## config.mk

```make
export PLATFORM = sky130hd
export DESIGN_NAME = cbt_target
export DESIGN_NICKNAME = d
export VERILOG_FILES = /design/src/design/cbt_target.v
export VERILOG_INCLUDE_DIRS = /design/src /design/src/design
export SDC_FILE = /design/constraint.sdc
export NUM_CORES = 1
export LEC_CHECK = 0
export ABC_AREA = 1
export BUFFER_PORTS_ARGS = -buffer_cell sky130_fd_sc_hd__buf_4
export CORE_UTILIZATION = 41
export CTS_CLUSTER_DIAMETER = 200
export DETAILED_ROUTE_END_ITERATION = 10
export PLACE_DENSITY = 0.66
export SYNTH_ARGS = -nofsm -noshare
export SYNTH_HDL_FRONTEND = slang
export SYNTH_SLANG_ARGS = --single-unit
```

## constraint.sdc

```tcl
create_clock -name clk -period 2.4 [get_ports clk]
set_input_delay 0.48 -clock clk [delete_from_list [all_inputs] [get_ports clk]]
set_output_delay 0.48 -clock clk [all_outputs]
set_load 0.05 [all_outputs]
```

## src/design/cbt_map.vh

```
`ifndef CBT_MAP_VH
`define CBT_MAP_VH
`define CBT_MODE_FIRST    2'h0
`define CBT_MODE_OUT      2'h1
`define CBT_MODE_RETURN   2'h2
`define CBT_MODE_RESET    2'h3
`define CBT_CLK_MHZ       40
`define CBT_CAPTURE_NS    800
`define CBT_ACK_NS        2000
`define CBT_RESET_NS      10000
`endif

```

## src/design/cbt_target.v

```verilog
`timescale 1ns/100ps
// Notes on behaviour
// Bytes travel on eight shared two-way data lines; a host serves sixteen targets.
// Data, phase and strobe are shared; select and acknowledge are per target.
// Host addresses targets by a sixteen-bit mask; several bits broadcast.
// Undriven strobe, phase and select lines read low at the target.
// Host reads an undriven acknowledge line as high.
// The target never starts a transfer itself.
// Host runs one block transfer at a time.
// The target's acknowledge paces each byte handshake.
// A two-bit phase field tells the target how to treat each strobe.
// Phase 0 carries the first byte and interrupts the microprocessor.
// Phase 1 carries remaining outbound bytes.
// Phase 2 returns bytes to the host only when a reply is asked.
// Phase 3 with select asserted pulses the microprocessor reset.
// Host sequences phases 0, 1, then 2, never backward.
// Every transfer moves at least two bytes in total.
// A padding byte is accepted and discarded by the target.
// The first byte is the function code steering the transfer.
// Host resets all targets through phase 3 before data transfers.
// Host buffers bytes in transmit and receive queues.
// An eight-bit two-way register sits between bus and microprocessor.
// Host may route a periodic tick through as an interrupt.
// Byte is captured on the strobe trailing edge, 0.8 us after data.
// After the last outbound acknowledge, host moves to phase 2.
// A broadcast byte counts only once every selected target acknowledges.
// Host limits a transfer to 2048 bytes.
// Host holds phase and select stable through each handshake.
// Host signals completion after the last byte.
`include "cbt_map.vh"
module cbt_target #(
    parameter RESET_CYCLES = (`CBT_RESET_NS * `CBT_CLK_MHZ + 999) / 1000
) (
    input  wire       clk,
    input  wire       rstn,
    input  wire       select,
    input  wire [1:0] mode,
    input  wire       strobe,
    input  wire [7:0] bus_data_in,
    output reg  [7:0] bus_data_out,
    output wire       bus_data_oe,
    output reg        ack,
    output reg  [7:0] cpu_rx_data,
    output reg        cpu_rx_valid,
    output reg        cpu_rx_first,
    output reg        cpu_irq,
    input  wire       cpu_irq_clear,
    input  wire       cpu_rx_done,
    input  wire [7:0] cpu_tx_data,
    input  wire       cpu_tx_load,
    output reg        cpu_tx_taken,
    output reg        cpu_reset
);
    localparam [1:0] ST_IDLE = 2'h0;
    localparam [1:0] ST_WAIT = 2'h1;
    localparam [1:0] ST_ACK  = 2'h2;

    reg [1:0]  state;
    reg [1:0]  next_state;
    reg        strobe_d;
    reg        tx_full;
    reg        sending;
    reg [15:0] rst_cnt;
    wire       strobe_fall;
    wire       mode_reset;
    wire       take_byte;
    wire       take_out;
    wire       take_ret;
    wire       rx_release;
    wire       ack_release;
    wire       reset_start;

    // True when the phase field carries the given code.
    function is_mode(input [1:0] phase, input [1:0] code);
        begin
            is_mode = (phase == code);
        end
    endfunction

    assign strobe_fall = strobe_d & ~strobe;
    assign mode_reset  = select & is_mode(mode, `CBT_MODE_RESET);
    // Only a host strobe with select can start a handshake.
    assign take_byte   = (state == ST_IDLE) & select & strobe_fall & ~is_mode(mode, `CBT_MODE_RESET);
    assign take_out    = take_byte & ~is_mode(mode, `CBT_MODE_RETURN);
    assign take_ret    = take_byte & is_mode(mode, `CBT_MODE_RETURN) & tx_full;
    assign rx_release  = (state == ST_WAIT) & cpu_rx_done;
    assign ack_release = (state == ST_ACK) & (~strobe | ~select);
    assign reset_start = mode_reset & (rst_cnt == 16'h0000) & ~cpu_reset;

    // The pins stay driven until the host has taken the return byte with the acknowledge.
    assign bus_data_oe = select & is_mode(mode, `CBT_MODE_RETURN) & (tx_full | sending);

    always @* begin
        next_state = state;
        case (state)
            ST_IDLE: begin
                if (take_ret) begin
                    next_state = ST_ACK;
                end else if (take_out) begin
                    next_state = ST_WAIT;
                end
            end
            ST_WAIT: begin
                if (rx_release) begin
                    next_state = ST_ACK;
                end
            end
            ST_ACK: begin
                if (ack_release) begin
                    next_state = ST_IDLE;
                end
            end
            default: begin
                next_state = ST_IDLE;
            end
        endcase
        if (mode_reset) begin
            next_state = ST_IDLE;
        end
    end

    always @(posedge clk or negedge rstn) begin
        if (!rstn) begin
            state <= ST_IDLE;
        end else begin
            state <= next_state;
        end
    end

    // The idle level of the strobe is low, so no false edge follows reset.
    always @(posedge clk or negedge rstn) begin
        if (!rstn) begin
            strobe_d <= 1'b0;
        end else begin
            strobe_d <= strobe;
        end
    end

    // In phases 0 and 1 the acknowledge waits for the microprocessor, so it sets the pace.
    always @(posedge clk or negedge rstn) begin
        if (!rstn) begin
            ack <= 1'b0;
        end else if (mode_reset) begin
            ack <= 1'b0;
        end else if (take_ret || rx_release) begin
            ack <= 1'b1;
        end else if (ack_release) begin
            ack <= 1'b0;
        end
    end

    always @(posedge clk or negedge rstn) begin
        if (!rstn) begin
            sending <= 1'b0;
        end else if (mode_reset || ack_release) begin
            sending <= 1'b0;
        end else if (take_ret) begin
            sending <= 1'b1;
        end
    end

    always @(posedge clk or negedge rstn) begin
        if (!rstn) begin
            tx_full <= 1'b0;
        end else if (cpu_tx_load) begin
            tx_full <= 1'b1;
        end else if (mode_reset || take_ret) begin
            tx_full <= 1'b0;
        end
    end

    always @(posedge clk or negedge rstn) begin
        if (!rstn) begin
            bus_data_out <= 8'h00;
        end else if (cpu_tx_load) begin
            bus_data_out <= cpu_tx_data;
        end
    end

    always @(posedge clk or negedge rstn) begin
        if (!rstn) begin
            cpu_tx_taken <= 1'b0;
        end else begin
            cpu_tx_taken <= take_ret;
        end
    end

    always @(posedge clk or negedge rstn) begin
        if (!rstn) begin
            cpu_rx_data  <= 8'h00;
            cpu_rx_first <= 1'b0;
        end else if (take_out) begin
            cpu_rx_data  <= bus_data_in;
            cpu_rx_first <= is_mode(mode, `CBT_MODE_FIRST);
        end
    end

    always @(posedge clk or negedge rstn) begin
        if (!rstn) begin
            cpu_rx_valid <= 1'b0;
        end else if (take_out) begin
            cpu_rx_valid <= 1'b1;
        end else if (rx_release || mode_reset) begin
            cpu_rx_valid <= 1'b0;
        end
    end

    // A new function code wins over a clear in the same cycle.
    always @(posedge clk or negedge rstn) begin
        if (!rstn) begin
            cpu_irq <= 1'b0;
        end else if (take_out && is_mode(mode, `CBT_MODE_FIRST)) begin
            cpu_irq <= 1'b1;
        end else if (cpu_irq_clear || mode_reset) begin
            cpu_irq <= 1'b0;
        end
    end

    // Reset pulse of fixed length toward the microprocessor.
    always @(posedge clk or negedge rstn) begin
        if (!rstn) begin
            rst_cnt   <= 16'h0000;
            cpu_reset <= 1'b0;
        end else if (reset_start) begin
            rst_cnt   <= RESET_CYCLES[15:0];
            cpu_reset <= 1'b1;
        end else if (rst_cnt != 16'h0000) begin
            rst_cnt <= rst_cnt - 16'h0001;
            if (rst_cnt == 16'h0001) begin
                cpu_reset <= 1'b0;
            end
        end
    end
endmodule // cbt_target

```

==> impl_metrics.yaml <==
timing:
  hold_viol_final: 0
  max_slew_margin_pct: 64.84
  skew_ns: 0.008557
  rsz0062_at_grt: "no"
  timing.final.crit_period_ns: 1.643
  tightest_slew_ns: 0.5274
  max_clock_freq_mhz: 608.5
  finalCritPeriodShare_pct: 68.47
  finalSetupTns_ns: 0
  slew_viol_final: 0
  fin_ws_ns: 0.7567
  setup_viol: 0
pwr:
  power_uw: 1942
  ir_worst_vdd_mv: 0.5580
  p_leak_uw: 0.001438
  p_per_area_mw_per_mm2: 748.4
setup_path:
  worstSetupEndpointType: "primary output"
  critPathRequiredTime_ns: 1.92
  cp_max_fo: 2
  critPathKind: "reg2out"
  cp-start-kind: "flop"
  cp.arrival_ns: 1.16
cts:
  cts.clk_slew.worst_paths_ns: 0.09
  cts_tree: "done"
  cts_buffers: 5
  ctsResizeCount: 0
  clock-sinks: 43
  h-tree-depth: 2
  root_buffer: "clkbuf_8"
  cts_hold_buf: 0
  postCtsSetupRepairBufs: 0
  clock_latency_ns: 0.29
  cts_buffer_depth: 2
global_route:
  grt_pass1_wl_mm: 7.100
  first_global_vias: 1661
  grt_usage_pct: 17.39
  grt_start_max_net_pins: 44
  antenna_found_initial: 0
  grt_overflow_total: 0
die:
  rows: 25
  core_area_mm2: 0.004786
  fp.dieArea_mm2: 0.005360
  num_io_pins: 48
  die_w_um: 73.22
  initial_core_util_pct: 43.45
  die_y_um: 73.22
synth:
  synth_area_leaders: "dfrtp_1 52%, nand2_1 17%, inv_1 7.2%, nor2_1 4.0%, xor2_1 2.9%"
  synthDominantCellAreaShare_pct: 51.74
  netlist_top_cells_count: "92 x nand2_1, 43 x dfrtp_1, 40 x inv_1, 22 x nor2_1, 12 x nand3_1"
  synth-edff-count: 0
  ys_seq_area_share_pct: 51.74
  synthFlopType: "dfrtp_1"
  syn-cell-area_mm2: 0.002079
  netlist_instances: 258
  syn_avg_cell_area_um2: 8.060
  synth.most_common_cell: "nand2_1"
  synth_seq_cells: 43
  async_flop_share_pct: 100.0
  ys_warn_count: 0
  synth_top_area_cell: "dfrtp_1"
  synthDistinctLibCells: 27
  syn-num-nets: 286
placement:
  hpwlAfterDp_mm: 3.149
  place_ws_ns: 0.7575
  gp_congestion: 0.7796
  numPortBuffers: 47
routing:
  routed_wl_mm: 4.125
  initialDrtViolationCount: 62
  detail_route.wl_per_cell_um: 10.94
  dr.pass1.iters: 4
  drc_errors: 0
  vias: 1689
  avgViaCountPerCell: 4.480
  ant_nets: 0
finish:
  drive_above_1_share_pct: 20.97
  fin_util_pct: 54.22
  n_fill_cell: 493
  finalNetCount: 337
  area_growth_pct: 24.79
  layout.area.seq_mm2: 0.001076
  antenna_cells: 0
  multi_input_comb_area_um2: 829.5
status:
  status: "finished clean"
flow_run:
  maxCapViolCount: 0
worst_hold_path:
  hp-class: "in2async"
-- routing by layer --
layer | wire length, um | vias to the layer above | share of wire, % | global-route usage [%]
met5 | 0 | - | 0 | 0
met2 | 2025 | 30 | 49 | 29.12
met4 | 58 | 0 | 1.4 | 6.754
met1 | 1919 | 765 | 47 | 21.28
met3 | 122 | 6 | 3.0 | 4.696
li1 | - | 888 | - | -
-- critical path, stage by stage (launching register included) --
cell and delay [ns]:
dfrtp_1 0.36, inv_1 0.06, a211oi_1 0.21, buf_4 0.24
-- layout by cell type (no fill, tap or decap), types with 5 or more instances in the layout --
cell and n:
a21oi_1 5, nand2_1 92, buf_4 47, dfrtp_1 43, o21ai_0 7, clkbuf_8 6, xor2_1 7, nand3_1 12
nand4_1 6, nor2_1 22, inv_1 40
-- through the flow --
stage / area (um^2) / cells / hold slack, ns
final: 2595 / 377 / 0.1628
after global placement: 2496 / 369 / 0.4578
after detailed placement: 2496 / 369 / 0.4601
after CTS: 2595 / 377 / 0.1756
after global routing: 2595 / 377 / 0.1988
after floorplan: 2079 / 258 / 0.1844
-- flip-flops by register name, summed over array words and instances, names as in the netlist --
| signal | count |
|---|---|
| sending | 1 |
| cpu_rx_valid | 1 |
| tx_full | 1 |
| ack | 1 |
| rst_cnt | 16 |
| cpu_rx_first | 1 |
| strobe_d | 1 |
| cpu_irq | 1 |
| cpu_reset | 1 |
| bus_data_out | 8 |
| cpu_tx_taken | 1 |
| state | 2 |
| cpu_rx_data | 8 |
-- final cells by class --
cell class / instances / area share, %
flip-flops and latches: 43 / 41.47
multi-input cells: 171 / 31.97
repair buffers: 47 / 13.60
inverters: 41 / 5.931
well taps: 67 / 3.230
clock buffers: 6 / 3.182
clock inverters: 2 / 0.6268
-- logic make-up after synthesis --
logic type                 synth area share [%]
DFF                                       51.74
AOI/OAI and AO/OA                         4.392
adders and majority gates                 1.805
and+or+nand+nor                           30.75
buffers and inverters                     8.363
xor gates and xnor gates                  2.948
-- where the power goes --
part           leakage (uW)  total (uW)  switching (uW)  internal [uW]
sequential         0.000539         869            55.2            814
clock             0.0000474         488             253            235
combinational      0.000851         585             409            176
-- path summary, 6_finish.rpt --
path	start	endpoint	slack, ns	cells past startpoint
worst max-delay path	tx_full$_DFFE_PN0P_	bus_data_oe	0.76	3
worst min-delay path	rstn	cpu_rx_data[7]$_DFFE_PN0P_	0.16	1
worst max register to register	rst_cnt[0]$_DFFE_PN0P_	rst_cnt[10]$_DFFE_PN0P_	0.83	6
min in group clk	strobe	strobe_d$_DFF_PN0_	0.30	1
worst min register to register	bus_data_out[7]$_DFFE_PN0P_	bus_data_out[7]$_DFFE_PN0P_	0.48	2
max in group asynchronous	rstn	rst_cnt[13]$_DFFE_PN0P_	1.88	1
No activity file was read; power rests on OpenSTA's default activity.
